File: config.mk
export PLATFORM = sky130hd
export DESIGN_NAME = pcsbc_core
export DESIGN_NICKNAME = d
export VERILOG_FILES = /design/src/include/pcsbc_pkg.sv /design/src/core/pcsbc_clkdiv.sv /design/src/core/pcsbc_core.sv
export SDC_FILE = /design/constraint.sdc
export NUM_CORES = 1
export LEC_CHECK = 0
export ABC_AREA = 1
export BUFFER_PORTS_ARGS = -buffer_cell sky130_fd_sc_hd__buf_2
export CORE_ASPECT_RATIO = 0.5
export CORE_UTILIZATION = 43
export CTS_BUF_LIST = sky130_fd_sc_hd__clkbuf_4 sky130_fd_sc_hd__clkbuf_8 sky130_fd_sc_hd__clkbuf_16
export CTS_CLUSTER_DIAMETER = 200
export CTS_CLUSTER_SIZE = 12
export DETAILED_ROUTE_END_ITERATION = 16
export PLACE_DENSITY = 0.77
export SYNTH_ARGS = -nofsm -noshare
export SYNTH_HDL_FRONTEND = slang
export SYNTH_SLANG_ARGS = --single-unit
File: constraint.sdc
create_clock -name clk_sys -period 4.2 [get_ports clk_sys]
set_clock_uncertainty 0.05 [all_clocks]
set_input_delay 0.84 -clock clk_sys [delete_from_list [all_inputs] [get_ports clk_sys]]
set_output_delay 0.84 -clock clk_sys [all_outputs]
set_load 0.02 [all_outputs]
File: src/include/pcsbc_pkg.sv
// Purpose: shared constants and types of the clock generator stop/break control
// Assumes: 32-bit classic Wishbone, byte lane 0 holds each 8-bit register
// Notes: register words are one aligned 32-bit word each
package pcsbc_pkg;

    // ----------------------------------------------------------------
    // register map
    // ----------------------------------------------------------------
    localparam logic [7:0] PLL_CTRL_OFS = 8'h00;
    localparam logic [7:0] BANDWIDTH_CTRL_OFS = 8'h04;
    localparam logic [7:0] BREAK_FLAG_CTRL_OFS = 8'h08;
    localparam logic [7:0] IRQ_STATUS_OFS = 8'h0C;
    localparam logic [7:0] IRQ_MASK_OFS = 8'h10;

    // ----------------------------------------------------------------
    // field positions
    // ----------------------------------------------------------------
    localparam int PLL_CTRL_REG_IRQ_EN_BIT = 7;
    localparam int PLL_CTRL_REG_FLAG_BIT = 6;
    localparam int PLL_CTRL_REG_PON_BIT = 5;
    localparam int PLL_CTRL_REG_BCS_BIT = 4;
    localparam logic [7:0] PLL_CTRL_REG_UNIMPL_ONES = 8'h0F;
    localparam int BANDWIDTH_CTRL_REG_AUTO_BIT = 7;
    localparam int BANDWIDTH_CTRL_REG_LOCK_BIT = 6;
    localparam int BANDWIDTH_CTRL_REG_TRK_BIT = 5;
    localparam int BREAK_FLAG_CTRL_REG_BREAK_CLEAR_ENABLE_BIT = 7;
    localparam int IRQ_W = 3;
    localparam int IRQ_LOCK_CHG_BIT = 0;
    localparam int IRQ_TRK_BIT = 1;
    localparam int IRQ_LOCK_BIT = 2;

    // ----------------------------------------------------------------
    // reset values
    // ----------------------------------------------------------------
    localparam logic RST_IRQ_EN = 1'b0;
    localparam logic RST_PON = 1'b1;
    localparam logic RST_BCS = 1'b0;
    localparam logic RST_AUTO = 1'b0;
    localparam logic RST_TRK_MANUAL = 1'b0;
    localparam logic RST_BREAK_CLEAR_ENABLE = 1'b0;
    localparam logic [2:0] RST_IRQ_MASK = 3'h0;

    // ----------------------------------------------------------------
    // types
    // ----------------------------------------------------------------
    typedef enum logic [1:0] {
        ST_RUN = 2'b00,
        ST_SWITCH = 2'b01,
        ST_HALT = 2'b10
    } pcsbc_state_e;

    typedef struct packed {
        logic xtal;
        logic vco;
        logic sel_vco;
        logic halt;
    } pcsbc_div_s;

endpackage

File: src/core/pcsbc_clkdiv.sv
// Purpose: divide-by-two base clock selector driving the bus clock output
// Assumes: crystal and vco levels are sampled synchronous to clk_sys
// Notes: source changes only while the output is low
`timescale 1ns/1ps
module pcsbc_clkdiv (
    input wire logic clk_sys,
    input wire logic rst_n,
    input wire pcsbc_pkg::pcsbc_div_s cfg,
    output logic bus_clk,
    output logic vco_active
);

    logic xtal_prev_reg;
    logic xtal_prev_next;
    logic vco_prev_reg;
    logic vco_prev_next;
    logic div_reg;
    logic div_next;
    logic sel_reg;
    logic sel_next;
    logic src_edge;

    // switching only at a low output keeps every bus clock pulse full width
    always_comb begin
        xtal_prev_next = cfg.xtal;
        vco_prev_next = cfg.vco;
        sel_next = sel_reg;
        div_next = div_reg;
        src_edge = sel_reg ? (cfg.vco & ~vco_prev_reg) : (cfg.xtal & ~xtal_prev_reg);
        if (cfg.halt) begin
            div_next = 1'b0;
            sel_next = 1'b0;
        end else begin
            if (src_edge) begin
                div_next = ~div_reg;
            end
            if (!div_reg && !src_edge) begin
                sel_next = cfg.sel_vco;
            end
        end
    end

    always_ff @(posedge clk_sys or negedge rst_n) begin
        if (!rst_n) begin
            xtal_prev_reg <= 1'b0;
            vco_prev_reg <= 1'b0;
            div_reg <= 1'b0;
            sel_reg <= 1'b0;
        end else begin
            xtal_prev_reg <= xtal_prev_next;
            vco_prev_reg <= vco_prev_next;
            div_reg <= div_next;
            sel_reg <= sel_next;
        end
    end

    assign bus_clk = div_reg;
    assign vco_active = sel_reg;

endmodule // pcsbc_clkdiv

File: src/core/pcsbc_core.sv
// Purpose: clock generator control: stop entry/exit, break protection, lock status
// Assumes: single clk_sys at 10 MHz, classic Wishbone slave, inputs synchronous
// Notes: analog loop reports its tolerance checks on trk_tol_met and lock_tol_met
`timescale 1ns/1ps

// What this block does
// - stop disables the generator and holds crystal, bus clock and irq outputs low
// - stop entry with vco selected clears base clock select, back to crystal
// - after stop the bus clock is crystal divided by two, select stays clear
// - during break, status clears work only when break clear enable is one
// - a status bit cleared in break stays cleared after break ends
// - during break with break clear enable zero, control register access keeps lock change flag
// - in auto mode the tracking bit sets when error drops below tracking tolerance
// - in auto mode the lock bit sets when error drops below lock tolerance
// - timing figures only hold for initial frequency errors within plus or minus 100%
// - refuse clearing power-on while select set, and setting select while power off
// - auto mode: lock changes set the flag; irq only with irq enable set
// - manual mode reads lock and flag as zero and suppresses pll irq
module pcsbc_core (
    input wire logic clk_sys,
    input wire logic rst_n,
    input wire logic wb_cyc_i,
    input wire logic wb_stb_i,
    input wire logic wb_we_i,
    input wire logic [7:0] wb_adr_i,
    input wire logic [3:0] wb_sel_i,
    input wire logic [31:0] wb_dat_i,
    output logic [31:0] wb_dat_o,
    output logic wb_ack_o,
    input wire logic xtal_osc_in,
    input wire logic vco_clock,
    input wire logic stop_mode,
    input wire logic break_active,
    input wire logic trk_tol_met,
    input wire logic lock_tol_met,
    output logic crystal_ref_clock,
    output logic bus_clock_out,
    output logic pll_irq_out,
    output logic pll_power_out,
    output logic tracking_mode_out
);

    // ----------------------------------------------------------------
    // state
    // ----------------------------------------------------------------
    pcsbc_pkg::pcsbc_state_e state_reg;
    pcsbc_pkg::pcsbc_state_e state_next;
    logic ack_reg;
    logic ack_next;
    logic [31:0] dat_reg;
    logic [31:0] dat_next;
    logic irq_en_reg;
    logic irq_en_next;
    logic pon_reg;
    logic pon_next;
    logic bcs_reg;
    logic bcs_next;
    logic auto_reg;
    logic auto_next;
    logic trk_man_reg;
    logic trk_man_next;
    logic break_clear_enable_reg;
    logic break_clear_enable_next;
    logic trk_reg;
    logic trk_next;
    logic lock_reg;
    logic lock_next;
    logic flag_reg;
    logic flag_next;
    logic [2:0] irq_st_reg;
    logic [2:0] irq_st_next;
    logic [2:0] irq_mask_reg;
    logic [2:0] irq_mask_next;
    logic xclk_reg;
    logic xclk_next;
    logic irq_out_reg;
    logic irq_out_next;

    logic req;
    logic wr_fire;
    logic rd_fire;
    logic clear_ok;
    logic halt;
    logic div_vco;
    logic lock_chg;
    logic [7:0] wdat;
    pcsbc_pkg::pcsbc_div_s div_cfg;

    function automatic logic [7:0] read_mux(input logic [7:0] adr);
        logic [7:0] v;
        v = 8'h00;
        case (adr)
            pcsbc_pkg::PLL_CTRL_OFS: begin
                v = pcsbc_pkg::PLL_CTRL_REG_UNIMPL_ONES;
                v[pcsbc_pkg::PLL_CTRL_REG_IRQ_EN_BIT] = irq_en_reg;
                v[pcsbc_pkg::PLL_CTRL_REG_FLAG_BIT] = flag_reg & auto_reg;
                v[pcsbc_pkg::PLL_CTRL_REG_PON_BIT] = pon_reg;
                v[pcsbc_pkg::PLL_CTRL_REG_BCS_BIT] = bcs_reg;
            end
            pcsbc_pkg::BANDWIDTH_CTRL_OFS: begin
                v[pcsbc_pkg::BANDWIDTH_CTRL_REG_AUTO_BIT] = auto_reg;
                v[pcsbc_pkg::BANDWIDTH_CTRL_REG_LOCK_BIT] = lock_reg & auto_reg;
                v[pcsbc_pkg::BANDWIDTH_CTRL_REG_TRK_BIT] = auto_reg ? trk_reg : trk_man_reg;
            end
            pcsbc_pkg::BREAK_FLAG_CTRL_OFS: begin
                v[pcsbc_pkg::BREAK_FLAG_CTRL_REG_BREAK_CLEAR_ENABLE_BIT] = break_clear_enable_reg;
            end
            pcsbc_pkg::IRQ_STATUS_OFS: begin
                v[2:0] = irq_st_reg;
            end
            pcsbc_pkg::IRQ_MASK_OFS: begin
                v[2:0] = irq_mask_reg;
            end
            default: begin
                v = 8'h00;
            end
        endcase
        return v;
    endfunction

    // ----------------------------------------------------------------
    // bus slave: data latched on request, effects at the ack edge
    // ----------------------------------------------------------------
    assign req = wb_cyc_i & wb_stb_i;
    assign wr_fire = req & ack_reg & wb_we_i & wb_sel_i[0];
    assign rd_fire = req & ack_reg & ~wb_we_i;
    assign wdat = wb_dat_i[7:0];
    assign halt = (state_reg == pcsbc_pkg::ST_HALT);
    // protection only while break input is high
    assign clear_ok = ~break_active | break_clear_enable_reg;

    always_comb begin
        ack_next = req & ~ack_reg;
        dat_next = dat_reg;
        if (req && !ack_reg) begin
            dat_next = {24'h000000, read_mux(wb_adr_i)};
        end
    end

    // ----------------------------------------------------------------
    // stop sequencing
    // ----------------------------------------------------------------
    always_comb begin
        state_next = state_reg;
        case (state_reg)
            pcsbc_pkg::ST_RUN: begin
                if (stop_mode) begin
                    state_next = pcsbc_pkg::ST_SWITCH;
                end
            end
            pcsbc_pkg::ST_SWITCH: begin
                // wait for the divider to sit on crystal
                if (!stop_mode) begin
                    state_next = pcsbc_pkg::ST_RUN;
                end else if (!div_vco && !bcs_reg && !bus_clock_out) begin
                    state_next = pcsbc_pkg::ST_HALT;
                end
            end
            pcsbc_pkg::ST_HALT: begin
                if (!stop_mode) begin
                    state_next = pcsbc_pkg::ST_RUN;
                end
            end
            default: begin
                state_next = pcsbc_pkg::ST_RUN;
            end
        endcase
    end

    // ----------------------------------------------------------------
    // control registers
    // ----------------------------------------------------------------
    always_comb begin
        irq_en_next = irq_en_reg;
        pon_next = pon_reg;
        bcs_next = bcs_reg;
        auto_next = auto_reg;
        trk_man_next = trk_man_reg;
        break_clear_enable_next = break_clear_enable_reg;
        irq_mask_next = irq_mask_reg;
        if (wr_fire) begin
            case (wb_adr_i)
                pcsbc_pkg::PLL_CTRL_OFS: begin
                    irq_en_next = wdat[pcsbc_pkg::PLL_CTRL_REG_IRQ_EN_BIT];
                    // power-on clear refused while select set
                    if (wdat[pcsbc_pkg::PLL_CTRL_REG_PON_BIT] || !bcs_reg) begin
                        pon_next = wdat[pcsbc_pkg::PLL_CTRL_REG_PON_BIT];
                    end
                    // select set refused while power off; no select while stopping
                    if (!wdat[pcsbc_pkg::PLL_CTRL_REG_BCS_BIT] || (pon_reg && state_reg == pcsbc_pkg::ST_RUN)) begin
                        bcs_next = wdat[pcsbc_pkg::PLL_CTRL_REG_BCS_BIT];
                    end
                end
                pcsbc_pkg::BANDWIDTH_CTRL_OFS: begin
                    auto_next = wdat[pcsbc_pkg::BANDWIDTH_CTRL_REG_AUTO_BIT];
                    if (!auto_reg) begin
                        trk_man_next = wdat[pcsbc_pkg::BANDWIDTH_CTRL_REG_TRK_BIT];
                    end
                end
                pcsbc_pkg::BREAK_FLAG_CTRL_OFS: begin
                    break_clear_enable_next = wdat[pcsbc_pkg::BREAK_FLAG_CTRL_REG_BREAK_CLEAR_ENABLE_BIT];
                end
                pcsbc_pkg::IRQ_MASK_OFS: begin
                    irq_mask_next = wdat[2:0];
                end
                default: begin
                    irq_mask_next = irq_mask_reg;
                end
            endcase
        end
        // stop entry drops select; it stays clear until rewritten
        if (state_reg != pcsbc_pkg::ST_RUN) begin
            bcs_next = 1'b0;
        end
    end

    // ----------------------------------------------------------------
    // acquisition, lock and flags
    // ----------------------------------------------------------------
    // tolerance inputs are trusted only for starts within +-100% error
    always_comb begin
        trk_next = auto_reg & pon_reg & ~halt & trk_tol_met;
        lock_next = auto_reg & pon_reg & ~halt & trk_tol_met & lock_tol_met;
        lock_chg = auto_reg & (lock_next != lock_reg);
        flag_next = flag_reg;
        irq_st_next = irq_st_reg;
        // read clears only when allowed; no restore afterwards
        if (rd_fire && clear_ok && wb_adr_i == pcsbc_pkg::PLL_CTRL_OFS) begin
            flag_next = 1'b0;
        end
        if (rd_fire && clear_ok && wb_adr_i == pcsbc_pkg::IRQ_STATUS_OFS) begin
            irq_st_next = 3'h0;
        end
        // manual mode holds the flag at zero
        if (!auto_reg) begin
            flag_next = 1'b0;
        end
        // lock change sets flag; a set wins over a clear
        if (lock_chg) begin
            flag_next = 1'b1;
        end
        irq_st_next[pcsbc_pkg::IRQ_LOCK_CHG_BIT] = irq_st_next[pcsbc_pkg::IRQ_LOCK_CHG_BIT] | lock_chg;
        irq_st_next[pcsbc_pkg::IRQ_TRK_BIT] = irq_st_next[pcsbc_pkg::IRQ_TRK_BIT] | (trk_next & ~trk_reg);
        irq_st_next[pcsbc_pkg::IRQ_LOCK_BIT] = irq_st_next[pcsbc_pkg::IRQ_LOCK_BIT] | (lock_next & ~lock_reg);
        // request gated by enable, auto mode and stop
        irq_out_next = (state_next != pcsbc_pkg::ST_HALT) & auto_reg & irq_en_reg & ((|(irq_st_reg & irq_mask_reg))
                       | flag_reg);
        // crystal output held low while stopped
        xclk_next = (state_next != pcsbc_pkg::ST_HALT) & xtal_osc_in;
    end

    // ----------------------------------------------------------------
    // registers
    // ----------------------------------------------------------------
    always_ff @(posedge clk_sys or negedge rst_n) begin
        if (!rst_n) begin
            state_reg <= pcsbc_pkg::ST_RUN;
            ack_reg <= 1'b0;
            dat_reg <= 32'h00000000;
            irq_en_reg <= pcsbc_pkg::RST_IRQ_EN;
            pon_reg <= pcsbc_pkg::RST_PON;
            bcs_reg <= pcsbc_pkg::RST_BCS;
            auto_reg <= pcsbc_pkg::RST_AUTO;
            trk_man_reg <= pcsbc_pkg::RST_TRK_MANUAL;
            break_clear_enable_reg <= pcsbc_pkg::RST_BREAK_CLEAR_ENABLE;
            irq_mask_reg <= pcsbc_pkg::RST_IRQ_MASK;
            trk_reg <= 1'b0;
            lock_reg <= 1'b0;
            flag_reg <= 1'b0;
            irq_st_reg <= 3'h0;
            xclk_reg <= 1'b0;
            irq_out_reg <= 1'b0;
        end else begin
            state_reg <= state_next;
            ack_reg <= ack_next;
            dat_reg <= dat_next;
            irq_en_reg <= irq_en_next;
            pon_reg <= pon_next;
            bcs_reg <= bcs_next;
            auto_reg <= auto_next;
            trk_man_reg <= trk_man_next;
            break_clear_enable_reg <= break_clear_enable_next;
            irq_mask_reg <= irq_mask_next;
            trk_reg <= trk_next;
            lock_reg <= lock_next;
            flag_reg <= flag_next;
            irq_st_reg <= irq_st_next;
            xclk_reg <= xclk_next;
            irq_out_reg <= irq_out_next;
        end
    end

    // ----------------------------------------------------------------
    // base clock divider and outputs
    // ----------------------------------------------------------------
    always_comb begin
        div_cfg.xtal = xtal_osc_in;
        div_cfg.vco = vco_clock;
        div_cfg.sel_vco = bcs_reg;
        // divider frozen low from the stop decision on, no cut pulse
        div_cfg.halt = halt | (state_next == pcsbc_pkg::ST_HALT);
    end

    pcsbc_clkdiv u_div (
        .clk_sys(clk_sys),
        .rst_n(rst_n),
        .cfg(div_cfg),
        .bus_clk(bus_clock_out),
        .vco_active(div_vco)
    );

    assign wb_ack_o = ack_reg;
    assign wb_dat_o = dat_reg;
    assign crystal_ref_clock = xclk_reg;
    assign pll_irq_out = irq_out_reg;
    assign pll_power_out = pon_reg & ~halt;
    assign tracking_mode_out = auto_reg ? trk_reg : trk_man_reg;
endmodule // pcsbc_core

; Yosys cells after proc, flatten, opt, wreduce, memory -nomap -nowiden
; Index checks and enable logic that the tools add are counted.
[totals]
inputBits = 55
output_inout_bits = 38
regBits = 32
[op_classes]
n_mux = 23
bitwise_logic = 39
reduce_logical = 32
eq_ne = 10
[op_table]
columns = operator, count
row1 = 1-bit AND, 22
row2 = 8-bit by 4-bit equality test with 1-bit output (second input constant), 2
row3 = 1-bit 2-to-1 mux, 13
row4 = 2-bit nonzero test, 6
row5 = 2-bit 2-to-1 mux, 5
row6 = 1-bit NOT, 10
row7 = 3-bit case mux with 3 select lines, 1
row8 = 3-bit AND reduction, 3
row9 = 8-bit by 3-bit equality test with 1-bit output (second input constant), 1
row10 = 8-bit by 5-bit equality test with 1-bit output (second input constant), 1
row11 = 1-bit logical AND, 8
row12 = 8-bit logical NOT, 1
row13 = 2-bit AND reduction, 4
row14 = 1-bit logical NOT, 6
row15 = 1-bit bitwise OR, 6
row16 = 2-bit case mux with 3 select lines, 1
row17 = 2-bit equality test (second input constant), 2
row18 = 2-bit case mux with 2 select lines, 1
row19 = 3-bit AND, 1
row20 = 3-bit 2-to-1 mux, 1
row21 = 3-bit by 1-bit != test with 1-bit output (second input constant), 1
row22 = 1-bit case mux with 3 select lines, 1
row23 = 3-bit OR reduction, 1
row24 = 2-bit by 1-bit equality test with 1-bit output (second input constant), 1
row25 = 4 further kinds, 5

; Logic depth before layout (Yosys ltp)
[logic_depth]
word_depth = 10
mapped_depth = 8

; By module
; From an unflattened synthesis, not the netlist that was laid out.
[hier_totals]
cells_unflattened = 226
hier_area_um2 = 1778.0
[by_module_without_submodules]
columns = mod, instances, area_each_um2, cells_per_inst, seq_area_each_um2
row1 = pcsbc_core, 1, 1599.0, 206, 701.9
row2 = pcsbc_clkdiv, 1, 178.9, 20, 100.1

; Worst setup path before layout
; No wires, ideal clock.
[synth_path]
path_kind = reg2reg
start = reg pon_reg
end = reg flag_reg
setup_time_ns = 0.065
path_buffers = 0
period_less_slack_ns = 1.979
arrival_ns = 1.864
path_stages_with_launch = 8
path_slack_ns = 2.221
cell_sequence = dfstp_2 > inv_1 > a21oi_1 > nand3_1 > nor2_1 > ha_1 > or2_2 > nand2_1
[synth_between]
elab_chain_len = 7
[synth_rtl]
columns = item, line
row1 = start: declaration, pcsbc_core.sv:54  ; logic pon_reg;
row2 = start signal: assignment, pcsbc_core.sv:261  ; pon_reg <= pcsbc_pkg::RST_PON;
row3 = start signal: assignment, pcsbc_core.sv:278  ; pon_reg <= pon_next;
row4 = 1-bit AND (*) (4 in series), pcsbc_core.sv:223  ; lock_next = auto_reg & pon_reg & ~halt & trk_tol_met & lock_tol_met;
row5 = named net lock_next, pcsbc_core.sv:67  ; logic lock_next;
row6 = 1-bit != test (*), pcsbc_core.sv:224  ; lock_chg = auto_reg & (lock_next != lock_reg);
row7 = 1-bit AND (*), pcsbc_core.sv:224
row8 = 3-bit by 1-bit != test with 1-bit output (no source line) / 1-bit 2-to-1 mux (equally long branches), --
row9 = end signal: assignment, pcsbc_core.sv:286  ; flag_reg <= flag_next;
row10 = end: declaration, pcsbc_core.sv:68  ; logic flag_reg;
; Mark *: on every way through the listed nets, which the timed path passes. The rest lies on a longest branch.
; A chain may end at the register's enable or synchronous reset.

; Worst setup path in the final report
[layout_path]
start = reg pon_reg
end = out pll_power_out
[layout_between]
elab_chain_len = 1
[layout_rtl]
columns = item, line
row1 = 1-bit AND, pcsbc_core.sv:316  ; assign pll_power_out = pon_reg & ~halt;
row2 = end: declaration, pcsbc_core.sv:39  ; output logic pll_power_out,
; No other way between the ends.

==> flow_summary.json <==
{
  "final-instance-count-excl-fill": 323,
  "powerDensity_nw_per_um2": 349,
  "timing_worst_slew_pin_value_ns": 0.729,
  "post-synth-top-area-cell": "dfrtp_1",
  "synth.cell_area_um2": 1800,
  "largest_register_ff_count": 8,
  "drtIter0Drc": 73,
  "post-route-drc-count": 0,
  "track_usage_pct": 17.3,
  "setup_tns_ns": 0,
  "worst_path_max_delay_cell": "dfstp_2",
  "worstSetupEndpointType": "primary output",
  "slowest_delay_ns": 0.55,
  "die_area_um2": 4460,
  "floorplan.die.width_um": 93.4,
  "cts.hold.buffers_added": 0,
  "layout-area-overhead-vs-synth_pct": 14.5,
  "postPlaceCellArea_um2": 1960,
  "placementRows": 16,
  "design.final.nets": 324,
  "rsz0062_at_grt": "no",
  "ys_types": 31,
  "yosysWarnings": 0,
  "layout_commonest_cell": "nand2_1",
  "finalInstanceArea_um2": 2060,
  "worst-endpoint-required_ns": 3.31,
  "peakVddDrop_uv": 176,
  "routed_via_density": 4.74,
  "clkLatencyLatePin_ns": 0.29,
  "grt_antenna_before_repair": 0,
  "critical_path.max_fanout": 3,
  "count_of_final_max_slew_check_failures": 0,
  "finish.utilization_pct": 52.2,
  "clock_sink_count": 32,
  "via_count_of_the_first_global_routing_pass": 1281,
  "die_h_um": 47.7,
  "top_level_ports": 93,
  "path_buf_inv": 2,
  "initial_utilization_pct": 45.6,
  "grt_start_max_net_pins": 33,
  "largest_family_of_logic_cells_by_synthesized_area": "simple AND/OR/NAND/NOR gates",
  "number_of_h_tree_levels": 2,
  "routed-via-count": 1531,
  "synth.yosys.seq_area_share_pct": 44.6,
  "endpoints_failing_hold": 0,
  "worstSetupPathType": "flip-flop to primary output",
  "cts_tree": "built",
  "synth_xor_xnor_area_share_pct": 0,
  "ys_seq_elements": 32,
  "power.static_leakage_nw": 1.17,
  "area_fraction_of_the_dominant_cell_type_after_synthesis_pct": 43.1,
  "min_period_ns": 2.22,
  "drive_gt1_share_pct": 24.9,
  "worst_slew_margin_rel_pct": 51.4,
  "grt_pass1_wl_um": 5530,
  "synthMuxAreaShare_pct": 0,
  "timing.critical_path.max_delay_family": "flip-flops",
  "clockRootBuffer": "clkbuf_8",
  "synth_compound_gate_area_share_pct": 6.26,
  "dp.cells": 315,
  "count_of_antenna_violating_nets_left_after_detailed_routing": 0,
  "status": "finished, final reports clean",
  "cts_inserted_buffers": 5,
  "fin_total_pwr_mw": 0.718,
  "synthTopCellsByArea": "dfrtp_1, nand2_1, buf_4",
  "fmax_mhz": 450,
  "total_wire_length_um": 3640,
  "worstPathCellList": "inv_1, a21oi_1, buf_2",
  "avgSynthCellArea_um2": 8.03,
  "detail_route.first_pass.iterations": 4,
  "cts.clk_slew.worst_paths_ns": 0.06,
  "post_synth_fa_ha_maj_area_fraction_pct": 0.696,
  "synth_cells": 224,
  "global_route.overflow_total": 0,
  "drv.max_cap_violation_count": 0,
  "place_hpwl_um": 2790,
  "yosys.area_share.simple_pct": 32.0,
  "setup_viol": 0,
  "hold_path.class": "flip-flop to flip-flop",
  "routed_wire_length_per_instance_um": 11.3,
  "diodes": 0,
  "postCtsSetupBuffers": 0,
  "buffer_ports.inserted": 39,
  "placeableCoreArea_um2": 3940,
  "final_cell_mix": "nand2_1, buf_2, dfrtp_1",
  "number_of_cells_upsized_or_downsized_after_cts": 0,
  "gp_congestion": 0.829,
  "arrival_ns": 1.33,
  "timing.critical_path.from_type": "flip-flop",
  "max-clock-path-buffers": 2,
  "layout_worst_path_cycle_share_pct": 52.9
}
-- where the power goes --
group	internal (mW)	total (mW)	switching [mW]	leakage, nW
sequential	0.325	0.336	0.0113	0.425
combinational	0.0351	0.123	0.0876	0.691
clock	0.146	0.260	0.113	0.0523
-- cells in the mapped netlist --
master     n
o21ai_1   11
nand3_2    1
nand3_4    2
nand2_2    3
dfrtp_1   31
nand4_1    2
nor3_1     1
nor2_8     1
o211ai_2   1
o21ai_0    1
nor2_1    19
a21o_1     1
nand2_4    1
nor3_2     1
clkinv_2   1
conb_1     1
a311oi_1   1
nor2_2     3
nand3_1   21
buf_2      1
a21oi_1    3
nand3b_1   1
ha_1       1
buf_4     24
nor2_4     2
or2_2      1
inv_2      1
a21oi_2    1
dfstp_2    1
nand2_1   59
inv_1     26
-- tightest hold or removal path: cells and delay by family, from the launching register on --
family           cells  cell delay [ns]
DFF                  1             0.34
and+or+nand+nor      2             0.11
-- routing by layer --
layer | GRT usage [%] | part of all wire, %
met5 | 0 | 0
met4 | 7.38 | 2.3
met3 | 6.51 | 9.3
met2 | 29.9 | 46
met1 | 20.3 | 42
-- cells by family after synthesis --
group | count (synthesis)
compound gates | 19
fa+ha+maj | 1
buf+inv | 53
flops | 32
other cells | 1
simple gates | 118
-- path summary, 6_finish.rpt --
check                           slack [ns]  depth (start not counted)         from              end
max in group asynchronous             3.07                          1        rst_n  irq_mask_reg[0]
worst min-delay path                  0.43                          2  wb_dat_o[0]      wb_dat_o[0]
worst max register to register        2.34                          7      pon_reg    irq_st_reg[0]
min in group asynchronous             0.56                          1        rst_n      wb_dat_o[7]
worst max-delay path                  1.98                          3      pon_reg    pll_power_out
worst min register to register        0.43                          2  wb_dat_o[0]      wb_dat_o[0]
-- per-stage QoR --
step	hold slack (ns)	setup slack (ns)
floorplan	0.386	2.22
global placement	0.396	2.27
detailed placement	0.414	2.26
CTS	0.438	1.94
global route	0.457	1.90
finish	0.431	1.98
-- cell type report --
class / instances / area (um2)
Sequential cell: 32 / 802
Fill cell: 378 / 1880
Timing Repair Buffer: 39 / 195
Inverter: 28 / 106
Tap cell: 54 / 67.6
Clock buffer: 8 / 97.6
Multi-Input combinational cell: 162 / 791
Power figures use the tool's default switching activity.
